==> src/shared/cfg_regs_pkg.sv <==
// Package of offsets, fields, reset values and pointer codes for the link capability bank
package cfg_regs_pkg;
    localparam logic [11:0] OFF_LINK_CTL      = 12'h0090;
    localparam logic [11:0] OFF_DEV_CAP2      = 12'h00a4;
    localparam logic [11:0] OFF_DEV_CTL2      = 12'h00a8;
    localparam logic [11:0] OFF_LINK_CAP2     = 12'h00ac;
    localparam logic [11:0] OFF_LINK_CTL2     = 12'h00b0;
    localparam logic [11:0] OFF_ERR_HDR       = 12'h0100;
    // Writable masks
    localparam logic [31:0] MASK_LINK_CTL     = 32'h0000_00cb;
    localparam logic [31:0] MASK_DEV_CTL2     = 32'h0000_005f;
    localparam logic [31:0] MASK_LINK_CTL2    = 32'h0000_0fbf;
    localparam int          BIT_LEQ_REQ       = 21;
    // Reset values
    localparam logic [31:0] RST_LINK_CTL      = 32'h0000_0000;
    localparam logic [31:0] RST_DEV_CTL2      = 32'h0000_001f;
    localparam logic [31:0] RST_LINK_CTL2     = 32'h0000_0000;
    // Fields
    localparam int          POS_NEG_SPEED     = 16;
    localparam int          POS_NEG_WIDTH     = 20;
    localparam int          POS_SLOT_CLK      = 28;
    localparam int          POS_EQ_DONE       = 17;
    localparam int          POS_CAP_VER       = 16;
    localparam int          POS_NEXT_PTR      = 20;
    localparam logic [15:0] EXT_CAP_ID        = 16'h0001;
    localparam logic [3:0]  CAP_VERSION       = 4'h2;
    localparam logic [11:0] PTR_ROUTING       = 12'h0160;
    localparam logic [11:0] PTR_SECONDARY     = 12'h0280;
    localparam logic [11:0] PTR_TPH           = 12'h0300;
    localparam logic [11:0] PTR_ATS           = 12'h03c0;
    localparam logic [11:0] PTR_END           = 12'h0000;
    localparam logic [3:0]  SPEED_GEN3        = 4'h3;
endpackage

==> src/shared/cfg_bus_if.sv <==
// Interface carrying build-time configuration into the pointer selector
`timescale 1ns/1ps
interface cfg_bus_if;
    logic        routing_id_en;
    logic [1:0]  func_num;
    logic [3:0]  max_speed;
    logic        tph_req_cap;
    logic        ats_cap;
    logic [11:0] next_ptr;
    modport sel (input routing_id_en, func_num, max_speed, tph_req_cap, ats_cap,
                 output next_ptr);
    modport top (output routing_id_en, func_num, max_speed, tph_req_cap, ats_cap,
                 input next_ptr);
endinterface

==> src/logic/pcie_link_cap_config_regs.sv <==
// Link capability configuration register bank with strobed register port
//
// The strobed register port was decided locally.
`timescale 1ns/1ps
module pcie_link_cap_config_regs #(
    parameter logic       ROUTING_ID_EN = 1'b0,
    parameter logic [1:0] FUNC_NUM      = 2'd0,
    parameter logic [3:0] MAX_SPEED     = 4'h3,
    parameter logic       TPH_REQ_CAP   = 1'b0,
    parameter logic       ATS_CAP       = 1'b0,
    parameter logic [3:0] CPL_TO_RANGES = 4'h0,
    parameter logic       CPL_TO_DIS_OK = 1'b1,
    parameter logic [2:0] SPEEDS_SUPP   = 3'h7,
    parameter logic       SLOT_CLK_CFG  = 1'b0
) (
    // Clock and reset
    input  wire logic        clk,
    input  wire logic        reset_n,
    input  wire logic        clk_en,
    // Register port
    input  wire logic [11:0] reg_addr,
    input  wire logic [31:0] reg_wdata,
    input  wire logic        reg_write,
    input  wire logic        reg_read,
    output logic      [31:0] reg_rdata,
    // Link training status, same clock
    input  wire logic [3:0]  neg_speed,
    input  wire logic [5:0]  neg_width,
    input  wire logic [3:0]  eq_status,
    input  wire logic        eq_request,
    // Control outputs
    output logic             atomic_req_en,
    output logic             hw_speed_disable
);
    cfg_bus_if cfg ();

    logic [31:0] link_ctl;
    logic [31:0] dev_ctl2;
    logic [31:0] link_ctl2;
    logic [9:0]  link_sts;
    logic [3:0]  eq_sts;
    logic        eq_req_flag;
    logic [31:0] next_link_ctl;
    logic [31:0] next_dev_ctl2;
    logic [31:0] next_link_ctl2;
    logic [9:0]  next_link_sts;
    logic [3:0]  next_eq_sts;
    logic        next_eq_req_flag;
    logic [31:0] next_reg_rdata;
    logic [31:0] rd_value;

    assign cfg.routing_id_en = ROUTING_ID_EN;
    assign cfg.func_num      = FUNC_NUM;
    assign cfg.max_speed     = MAX_SPEED;
    assign cfg.tph_req_cap   = TPH_REQ_CAP;
    assign cfg.ats_cap       = ATS_CAP;

    next_ptr_select u_sel (
        .cfg (cfg)
    );

    // Read mux
    always_comb begin
        if (reg_addr == cfg_regs_pkg::OFF_LINK_CTL) begin
            rd_value = link_ctl;
            rd_value[cfg_regs_pkg::POS_NEG_WIDTH +: 6] = link_sts[9:4];
            rd_value[cfg_regs_pkg::POS_NEG_SPEED +: 4] = link_sts[3:0];
            rd_value[cfg_regs_pkg::POS_SLOT_CLK] = SLOT_CLK_CFG;
        end else if (reg_addr == cfg_regs_pkg::OFF_DEV_CAP2) begin
            rd_value = {27'h000_0000, CPL_TO_DIS_OK, CPL_TO_RANGES};
        end else if (reg_addr == cfg_regs_pkg::OFF_DEV_CTL2) begin
            rd_value = dev_ctl2;
        end else if (reg_addr == cfg_regs_pkg::OFF_LINK_CAP2) begin
            rd_value = {28'h000_0000, SPEEDS_SUPP, 1'b0};
        end else if (reg_addr == cfg_regs_pkg::OFF_LINK_CTL2) begin
            rd_value = link_ctl2;
            rd_value[cfg_regs_pkg::POS_EQ_DONE +: 4] = eq_sts;
            rd_value[cfg_regs_pkg::BIT_LEQ_REQ] = eq_req_flag;
        end else if (reg_addr == cfg_regs_pkg::OFF_ERR_HDR) begin
            rd_value = {cfg.next_ptr, cfg_regs_pkg::CAP_VERSION, cfg_regs_pkg::EXT_CAP_ID};
        end else begin
            rd_value = 32'h0000_0000;
        end
    end

    // Next state
    always_comb begin
        next_link_ctl    = link_ctl;
        next_dev_ctl2    = dev_ctl2;
        next_link_ctl2   = link_ctl2;
        next_link_sts    = {neg_width, neg_speed};
        next_eq_sts      = eq_status;
        next_eq_req_flag = eq_req_flag;
        next_reg_rdata   = 32'h0000_0000;
        if (reg_read) begin
            next_reg_rdata = rd_value;
        end
        if (reg_write) begin
            if (reg_addr == cfg_regs_pkg::OFF_LINK_CTL) begin
                next_link_ctl = reg_wdata & cfg_regs_pkg::MASK_LINK_CTL;
            end else if (reg_addr == cfg_regs_pkg::OFF_DEV_CTL2) begin
                next_dev_ctl2 = reg_wdata & cfg_regs_pkg::MASK_DEV_CTL2;
            end else if (reg_addr == cfg_regs_pkg::OFF_LINK_CTL2) begin
                next_link_ctl2 = reg_wdata & cfg_regs_pkg::MASK_LINK_CTL2;
                if (reg_wdata[cfg_regs_pkg::BIT_LEQ_REQ]) begin
                    next_eq_req_flag = 1'b0;
                end
            end
        end
        // Set wins over clear
        if (eq_request) begin
            next_eq_req_flag = 1'b1;
        end
    end

    always_ff @(posedge clk) begin
        if (!reset_n) begin
            link_ctl         <= cfg_regs_pkg::RST_LINK_CTL;
            dev_ctl2         <= cfg_regs_pkg::RST_DEV_CTL2;
            link_ctl2        <= cfg_regs_pkg::RST_LINK_CTL2;
            link_sts         <= 10'h000;
            eq_sts           <= 4'h0;
            eq_req_flag      <= 1'b0;
            reg_rdata        <= 32'h0000_0000;
            atomic_req_en    <= 1'b0;
            hw_speed_disable <= 1'b0;
        end else if (clk_en) begin
            link_ctl         <= next_link_ctl;
            dev_ctl2         <= next_dev_ctl2;
            link_ctl2        <= next_link_ctl2;
            link_sts         <= next_link_sts;
            eq_sts           <= next_eq_sts;
            eq_req_flag      <= next_eq_req_flag;
            reg_rdata        <= next_reg_rdata;
            atomic_req_en    <= next_dev_ctl2[6];
            hw_speed_disable <= next_link_ctl2[5];
        end
    end

    // Assertions
    property p_hdr_id;
        @(posedge clk) disable iff (!reset_n)
        (clk_en && reg_read && reg_addr == cfg_regs_pkg::OFF_ERR_HDR)
            |=> reg_rdata[15:0] == 16'h0001;
    endproperty
    a_hdr_id: assert property (p_hdr_id) else $error("Header id wrong");

    property p_ptr_route;
        @(posedge clk) disable iff (!reset_n)
        (clk_en && reg_read && reg_addr == cfg_regs_pkg::OFF_ERR_HDR && ROUTING_ID_EN)
            |=> reg_rdata[31:20] == 12'h160;
    endproperty
    a_ptr_route: assert property (p_ptr_route) else $error("Routing pointer wrong");

    property p_ptr_gen3;
        @(posedge clk) disable iff (!reset_n)
        (clk_en && reg_read && reg_addr == cfg_regs_pkg::OFF_ERR_HDR && !ROUTING_ID_EN
            && FUNC_NUM == 2'd0 && MAX_SPEED == 4'h3) |=> reg_rdata[31:20] == 12'h280;
    endproperty
    a_ptr_gen3: assert property (p_ptr_gen3) else $error("Secondary pointer wrong");

    property p_ptr_tph;
        @(posedge clk) disable iff (!reset_n)
        (clk_en && reg_read && reg_addr == cfg_regs_pkg::OFF_ERR_HDR && !ROUTING_ID_EN
            && MAX_SPEED != 4'h3 && TPH_REQ_CAP) |=> reg_rdata[31:20] == 12'h300;
    endproperty
    a_ptr_tph: assert property (p_ptr_tph) else $error("TPH pointer wrong");

    property p_ptr_ats;
        @(posedge clk) disable iff (!reset_n)
        (clk_en && reg_read && reg_addr == cfg_regs_pkg::OFF_ERR_HDR && !ROUTING_ID_EN
            && MAX_SPEED != 4'h3 && !TPH_REQ_CAP && ATS_CAP) |=> reg_rdata[31:20] == 12'h3c0;
    endproperty
    a_ptr_ats: assert property (p_ptr_ats) else $error("ATS pointer wrong");

    property p_ptr_end;
        @(posedge clk) disable iff (!reset_n)
        (clk_en && reg_read && reg_addr == cfg_regs_pkg::OFF_ERR_HDR && !ROUTING_ID_EN
            && !TPH_REQ_CAP && !ATS_CAP && (FUNC_NUM != 2'd0 || MAX_SPEED != 4'h3))
            |=> reg_rdata[31:20] == 12'h000;
    endproperty
    a_ptr_end: assert property (p_ptr_end) else $error("End pointer wrong");

    property p_atomic;
        @(posedge clk) disable iff (!reset_n)
        (clk_en && reg_write && reg_addr == cfg_regs_pkg::OFF_DEV_CTL2)
            |=> atomic_req_en == $past(reg_wdata[6]);
    endproperty
    a_atomic: assert property (p_atomic) else $error("Atomic enable not stored");

    property p_hasd;
        @(posedge clk) disable iff (!reset_n)
        (clk_en && reg_write && reg_addr == cfg_regs_pkg::OFF_LINK_CTL2)
            |=> hw_speed_disable == $past(reg_wdata[5]);
    endproperty
    a_hasd: assert property (p_hasd) else $error("Speed disable not stored");

    property p_eq;
        @(posedge clk) disable iff (!reset_n)
        (clk_en && reg_read && reg_addr == cfg_regs_pkg::OFF_LINK_CTL2)
            |=> reg_rdata[20:17] == $past(eq_sts);
    endproperty
    a_eq: assert property (p_eq) else $error("Equalization status wrong");

    property p_rsvd;
        @(posedge clk) disable iff (!reset_n)
        (clk_en && reg_read && reg_addr == cfg_regs_pkg::OFF_DEV_CAP2)
            |=> reg_rdata[31:5] == 27'h0 && reg_rdata[4] == CPL_TO_DIS_OK;
    endproperty
    a_rsvd: assert property (p_rsvd) else $error("Capability 2 read wrong");

    property p_ptr_fn_tph;
        @(posedge clk) disable iff (!reset_n)
        (clk_en && reg_read && reg_addr == cfg_regs_pkg::OFF_ERR_HDR && !ROUTING_ID_EN
            && FUNC_NUM != 2'd0 && TPH_REQ_CAP) |=> reg_rdata[31:20] == 12'h300;
    endproperty
    a_ptr_fn_tph: assert property (p_ptr_fn_tph) else $error("Function TPH ptr wrong");

    property p_ptr_fn_ats;
        @(posedge clk) disable iff (!reset_n)
        (clk_en && reg_read && reg_addr == cfg_regs_pkg::OFF_ERR_HDR && !ROUTING_ID_EN
            && FUNC_NUM != 2'd0 && !TPH_REQ_CAP && ATS_CAP) |=> reg_rdata[31:20] == 12'h3c0;
    endproperty
    a_ptr_fn_ats: assert property (p_ptr_fn_ats) else $error("Function ATS ptr wrong");

    property p_unmapped;
        @(posedge clk) disable iff (!reset_n)
        (clk_en && reg_read && reg_addr != cfg_regs_pkg::OFF_LINK_CTL
            && reg_addr != cfg_regs_pkg::OFF_DEV_CAP2 && reg_addr != cfg_regs_pkg::OFF_DEV_CTL2
            && reg_addr != cfg_regs_pkg::OFF_LINK_CAP2 && reg_addr != cfg_regs_pkg::OFF_LINK_CTL2
            && reg_addr != cfg_regs_pkg::OFF_ERR_HDR) |=> reg_rdata == 32'h0000_0000;
    endproperty
    a_unmapped: assert property (p_unmapped) else $error("Unmapped read not zero");

    property p_link_rsvd;
        @(posedge clk) disable iff (!reset_n)
        (clk_en && reg_read && reg_addr == cfg_regs_pkg::OFF_LINK_CTL)
            |=> reg_rdata[31:29] == 3'h0 && reg_rdata[27:26] == 2'h0 && reg_rdata[28] == SLOT_CLK_CFG
            && reg_rdata[15:8] == 8'h00 && reg_rdata[5:4] == 2'h0 && !reg_rdata[2];
    endproperty
    a_link_rsvd: assert property (p_link_rsvd) else $error("Link control reserved set");

    property p_devctl_rsvd;
        @(posedge clk) disable iff (!reset_n)
        (clk_en && reg_read && reg_addr == cfg_regs_pkg::OFF_DEV_CTL2)
            |=> reg_rdata[31:7] == 25'h000_0000 && !reg_rdata[5];
    endproperty
    a_devctl_rsvd: assert property (p_devctl_rsvd) else $error("Device control reserved set");

    property p_linkctl2_rsvd;
        @(posedge clk) disable iff (!reset_n)
        (clk_en && reg_read && reg_addr == cfg_regs_pkg::OFF_LINK_CTL2)
            |=> reg_rdata[31:22] == 10'h000 && !reg_rdata[16] && !reg_rdata[6];
    endproperty
    a_linkctl2_rsvd: assert property (p_linkctl2_rsvd) else $error("Link ctl2 reserved set");

    property p_linkcap2_rsvd;
        @(posedge clk) disable iff (!reset_n)
        (clk_en && reg_read && reg_addr == cfg_regs_pkg::OFF_LINK_CAP2)
            |=> reg_rdata[31:4] == 28'h000_0000 && !reg_rdata[0];
    endproperty
    a_linkcap2_rsvd: assert property (p_linkcap2_rsvd) else $error("Link cap2 reserved set");

    property p_atomic_rst;
        @(posedge clk)
        !reset_n
            |=> !atomic_req_en && reg_rdata == 32'h0000_0000;
    endproperty
    a_atomic_rst: assert property (p_atomic_rst) else $error("Atomic enable not reset");

    property p_hasd_rst;
        @(posedge clk)
        !reset_n
            |=> !hw_speed_disable;
    endproperty
    a_hasd_rst: assert property (p_hasd_rst) else $error("Speed disable not reset");

    property p_eq_rst;
        @(posedge clk)
        !reset_n
            |=> eq_sts == 4'h0 && !eq_req_flag;
    endproperty
    a_eq_rst: assert property (p_eq_rst) else $error("Equalization status not reset");

    property p_atomic_hold;
        @(posedge clk) disable iff (!reset_n)
        !(clk_en && reg_write && reg_addr == cfg_regs_pkg::OFF_DEV_CTL2)
            |=> $stable(atomic_req_en);
    endproperty
    a_atomic_hold: assert property (p_atomic_hold) else $error("Atomic enable moved");

    property p_hasd_hold;
        @(posedge clk) disable iff (!reset_n)
        !(clk_en && reg_write && reg_addr == cfg_regs_pkg::OFF_LINK_CTL2)
            |=> $stable(hw_speed_disable);
    endproperty
    a_hasd_hold: assert property (p_hasd_hold) else $error("Speed disable moved");

    property p_freeze_dev;
        @(posedge clk) disable iff (!reset_n)
        !clk_en
            |=> $stable(dev_ctl2) && $stable(atomic_req_en);
    endproperty
    a_freeze_dev: assert property (p_freeze_dev) else $error("Device control not frozen");

    property p_freeze_link;
        @(posedge clk) disable iff (!reset_n)
        !clk_en
            |=> $stable(link_ctl2) && $stable(link_ctl) && $stable(hw_speed_disable);
    endproperty
    a_freeze_link: assert property (p_freeze_link) else $error("Link control not frozen");

    property p_freeze_eq;
        @(posedge clk) disable iff (!reset_n)
        !clk_en
            |=> $stable(eq_sts) && $stable(eq_req_flag) && $stable(reg_rdata);
    endproperty
    a_freeze_eq: assert property (p_freeze_eq) else $error("Status not frozen");

    property p_eq_capture;
        @(posedge clk) disable iff (!reset_n)
        clk_en
            |=> eq_sts == $past(eq_status);
    endproperty
    a_eq_capture: assert property (p_eq_capture) else $error("Equalization not captured");

    property p_leq_set;
        @(posedge clk) disable iff (!reset_n)
        (clk_en && eq_request)
            |=> eq_req_flag;
    endproperty
    a_leq_set: assert property (p_leq_set) else $error("Equalization request not set");

    property p_leq_clear;
        @(posedge clk) disable iff (!reset_n)
        (clk_en && !eq_request && reg_write && reg_addr == cfg_regs_pkg::OFF_LINK_CTL2
            && reg_wdata[cfg_regs_pkg::BIT_LEQ_REQ]) |=> !eq_req_flag;
    endproperty
    a_leq_clear: assert property (p_leq_clear) else $error("Equalization request not cleared");

    property p_dev_write;
        @(posedge clk) disable iff (!reset_n)
        (clk_en && reg_write && reg_addr == cfg_regs_pkg::OFF_DEV_CTL2)
            |=> dev_ctl2[31:7] == 25'h000_0000 && !dev_ctl2[5] && dev_ctl2[4:0] == $past(reg_wdata[4:0]);
    endproperty
    a_dev_write: assert property (p_dev_write) else $error("Device control write wrong");

    property p_link_write;
        @(posedge clk) disable iff (!reset_n)
        (clk_en && reg_write && reg_addr == cfg_regs_pkg::OFF_LINK_CTL)
            |=> link_ctl[31:8] == 24'h00_0000 && link_ctl[5:4] == 2'h0 && !link_ctl[2]
            && link_ctl[7:6] == $past(reg_wdata[7:6]) && link_ctl[1:0] == $past(reg_wdata[1:0]);
    endproperty
    a_link_write: assert property (p_link_write) else $error("Link control write wrong");

    property p_ro_write;
        @(posedge clk) disable iff (!reset_n)
        (clk_en && reg_write && (reg_addr == cfg_regs_pkg::OFF_DEV_CAP2
            || reg_addr == cfg_regs_pkg::OFF_LINK_CAP2 || reg_addr == cfg_regs_pkg::OFF_ERR_HDR))
            |=> $stable(link_ctl) && $stable(dev_ctl2) && $stable(link_ctl2);
    endproperty
    a_ro_write: assert property (p_ro_write) else $error("Read-only write took effect");
endmodule // pcie_link_cap_config_regs

==> src/logic/next_ptr_select.sv <==
// Next capability pointer selection for the error reporting header
`timescale 1ns/1ps
module next_ptr_select (
    cfg_bus_if.sel cfg
);
    always_comb begin
        if (cfg.routing_id_en) begin
            cfg.next_ptr = cfg_regs_pkg::PTR_ROUTING;
        end else if (cfg.func_num == 2'd0) begin
            if (cfg.max_speed == cfg_regs_pkg::SPEED_GEN3) begin
                cfg.next_ptr = cfg_regs_pkg::PTR_SECONDARY;
            end else if (cfg.tph_req_cap) begin
                cfg.next_ptr = cfg_regs_pkg::PTR_TPH;
            end else if (cfg.ats_cap) begin
                cfg.next_ptr = cfg_regs_pkg::PTR_ATS;
            end else begin
                cfg.next_ptr = cfg_regs_pkg::PTR_END;
            end
        end else if (cfg.tph_req_cap) begin
            cfg.next_ptr = cfg_regs_pkg::PTR_TPH;
        end else if (cfg.ats_cap) begin
            cfg.next_ptr = cfg_regs_pkg::PTR_ATS;
        end else begin
            cfg.next_ptr = cfg_regs_pkg::PTR_END;
        end
    end
endmodule // next_ptr_select

==> config.mk <==
export PLATFORM = sky130hd
export DESIGN_NAME = pcie_link_cap_config_regs
export DESIGN_NICKNAME = d
export VERILOG_FILES = /design/src/shared/cfg_regs_pkg.sv /design/src/shared/cfg_bus_if.sv /design/src/logic/pcie_link_cap_config_regs.sv /design/src/logic/next_ptr_select.sv
export SDC_FILE = /design/constraint.sdc
export NUM_CORES = 1
export LEC_CHECK = 0
export ABC_CLOCK_PERIOD_IN_PS = 2000
export BUFFER_PORTS_ARGS = -buffer_cell sky130_fd_sc_hd__buf_2
export CORE_MARGIN = 1
export CORE_UTILIZATION = 51
export CTS_CLUSTER_SIZE = 28
export DETAILED_ROUTE_END_ITERATION = 10
export PLACE_DENSITY = 0.91
export SYNTH_ARGS = -nofsm -noshare
export SYNTH_HDL_FRONTEND = slang
export SYNTH_HIERARCHICAL = 1
export SYNTH_SLANG_ARGS = --single-unit
==> constraint.sdc <==
create_clock -name clk -period 2 [get_ports clk]
set_input_delay 0.1 -clock clk [delete_from_list [all_inputs] [get_ports clk]]
set_output_delay 0.1 -clock clk [all_outputs]
set_load 0.01 [all_outputs]
==> key figures <==
Setup path
  • CP endpoint: eq_req_flag
  • CP Launch Point: reg_addr[1]
  • R2r endpoint: reg_rdata[0]
  • R2R cell count: 4
  • Worst Path Required: 2220 ps
  • CP Class: in2reg
  • CP Capture Type: register
  • Max FO, Critical Path: 18
  • Critical path arrival: roughly 1800 ps
  • Flop-to-flop setup slack: 800 ps
  • Worst r2r src: link_ctl2[0]
  • Startpoint Class: input pin

CTS
  • CTS tree: yes
  • Post-CTS Hold Fix Bufs: 10
  • CTS resizes: 0
  • Worst-Skew Late Latency: 340 ps
  • CTS Buf Count: 9
  • H-tree levels: 3
  • CTS sink cnt: 65
  • Post-CTS setup buffer count: 0
  • Root Driver: clkbuf_8
  • CTS clk-pin slew, worst paths: 70 ps
  • Max clock buf depth: 2

Detailed routing
  • WL met2: 3889 um
  • Vias per inst: between 5 and 6
  • DRC errors left: 0
  • DR WL/cell: 15.38 um
  • Metal3 WL: 555 um
  • Max layer used: met4
  • Drt pass-1 iters: 5
  • 1st-iter DRT viols: 253
  • Final ANT Viol Nets: 0
  • Via count: 2890
  • Final wirelength: 7950 um
  • Metal-1 WL: 3285 um

Global route
  • Initial antenna violation count: 0
  • Largest net degree at the start of global routing: 28
  • Vias in the first global route: ~2700
  • Tot GR Track Use: 26.87%
  • Congestion Overflow GR: 0
  • First-pass GRT wire length: 12850 um

Place
  • Dpl hpwl: 5410 um
  • Routability cong.: between 0.8 and 0.9
  • Placed inst area: 3476 um^2
  • Port Buffer Count: 74

Final layout
  • Diodes inserted: 0
  • Final Cell Area: 3737 um^2
  • Fin nets: 505
  • Layout cells sized above 1: 24.94%
  • Area growth, synth to finish: 23.79%

Floorplan
  • Area of the core: 5608 um^2
  • IO Count: 98
  • Height of the die: 78.94 um
  • DIE AREA: 6232 um^2
  • FP Rows: 27
  • Die Wd: approximately 79 um
  • Initial core utilization: between 50% and 60%

Power
  • Combinational cell fraction of total power: 9.6%
  • NetSw: 628.2 uW
  • Maximum vdd drop: around 460 uV
  • Internal power: 1882 uW
  • Switching Fraction: about a quarter
  • Clock power share: a little under two fifths
  • Static Leak: 0.001652 uW
  • P per Cell Area: 671.6 nW/um^2
  • Sequential power share: 52.7%

STA
  • Final period utilization: 80.37%
  • Setup_tns: 0 ps
  • Worst-Margin Slew: approximately 580 ps
  • Fmax: 0.6221 GHz
  • RSZ-0062 raised after global routing: false
  • Final hold violation count: 0
  • Final Skew: 6.608 ps
  • Crit path time final: 1607 ps
  • Slew margin rel.: about three fifths
  • Pins Over Slew Limit: 0
  • Endpoints failing setup: 0

Synth
  • Synthesized area per cell: 8.854 um^2
  • Async set-or-reset flop fraction in the synthesized netlist: 0%
  • Sequential-to-total area share from yosys stat: 43.10%
  • Post-synthesis cell type count: 50
  • Yosys warning total: 6
  • Synthesized area: roughly 3000 um^2
  • Seq cells post-synth: 65
  • EDFF count, synth: 0
  • Top cell type by total area after synthesis: dfxtp_1
  • Synth top cells by count: dfxtp_1 (65), nand3_1 (33), a21oi_1 (21)
  • Primary FF master, synth: dfxtp_1
  • Top cell type's share of synthesized area: 43.10%
  • Cell with the most instances after synthesis: dfxtp_1
  • Synth top area cells: dfxtp_1 (43%), mux2i_1 (6.3%), nand3_1 (5.5%)
  • Syn Inst Count: 341

Hold path
  • Hold-critical path depth: 3
  • Min-Delay Path Class: in2reg

Flow run
  • Max-Cap Viols: 0

Status
  • Status: finished, final reports clean
-- routing by layer --
metal	vias up	global-route usage, %
met5	-	0
met4	0	12.18
met3	21	7.241
met2	137	44.87
met1	1363	32.18
li1	1369	-
-- per-stage QoR --
| step | instances | power (uW) | hold WS [ps] | util (%) | worst slack [ps] |
|---|---|---|---|---|---|
| after detailed placement | 492 | 1566 | 322.5 | 61.98 | 85.60 |
| final | 517 | 2510 | 11.43 | 66.64 | 392.6 |
| after global placement | 492 | 1560 | 303.6 | 61.98 | 159.0 |
| after global routing | 517 | 2593 | 5.436 | 66.64 | 339.3 |
| after floorplan | 371 | 1497 | 210.3 | - | 277.9 |
| after CTS | 517 | 2509 | 3.358 | 66.64 | 443.5 |
-- power groups by stage --
stage               Clock, uW  Combinational (uW)  Sequential, uW
finish                    946                 242            1320
global route             1010                 262            1320
CTS                       956                 231            1320
detailed placement          0                 215            1350
global placement            0                 210            1350
floorplan                   0                 149            1350
-- layout by cell type (no fill, tap or decap), types with 5 or more instances in the layout --
cell type,n
a21oi_1,21
a22o_1,8
a22oi_1,5
buf_2,74
buf_4,14
clkbuf_8,10
conb_1,33
dfxtp_1,65
dlygate4sd3_1,10
inv_1,5
mux2i_1,19
nand2_1,19
nand2b_1,13
nand3_1,33
nand3b_1,5
nor2_1,19
nor3_1,7
o21ai_1,19
-- area by class of cell --
cell class | count | area [um^2]
well taps | 72 | 90.09
clock inverters | 4 | 20.02
fillers | 446 | 1871
multi-input cells | 260 | 1567
clock buffers | 11 | 141.4
flip-flops and latches | 65 | 1301
repair buffers | 99 | 595.6
inverters | 6 | 22.52
-- worst min-delay path by stage --
stage                  start            end
6_report       reg_wdata[11]  link_ctl2[11]
5_1_grt         reg_wdata[8]   link_ctl2[8]
4_1_cts        reg_wdata[11]  link_ctl2[11]
3_5_place_dp   reg_wdata[21]    eq_req_flag
3_3_place_gp   reg_wdata[21]    eq_req_flag
2_1_floorplan  reg_wdata[21]    eq_req_flag
-- cell families (layout without fill, tap and decap cells) --
logic type,after synthesis,after routing,share of synthesized area (%)
AO/OA/AOI/OAI,76,76,16.16
buffers and inverters,46,120,8.744
flip-flops,65,65,43.10
multiplexers,20,20,6.672
other,3,33,0.3730
AND/OR/NAND/NOR,131,131,24.95
-- sequential cells by signal, indices dropped and copies added (netlist names) --
signal       count
link_sts        10
reg_rdata       28
eq_sts           4
link_ctl2       11
link_ctl         5
dev_ctl2         6
eq_req_flag      1
-- critical path: stages --
cell      delay (ps)
buf_2            110
or3_1            560
or4_4            710
nor2_1           210
a311oi_1         130
Note: power is estimated with default switching activity, not from simulation.
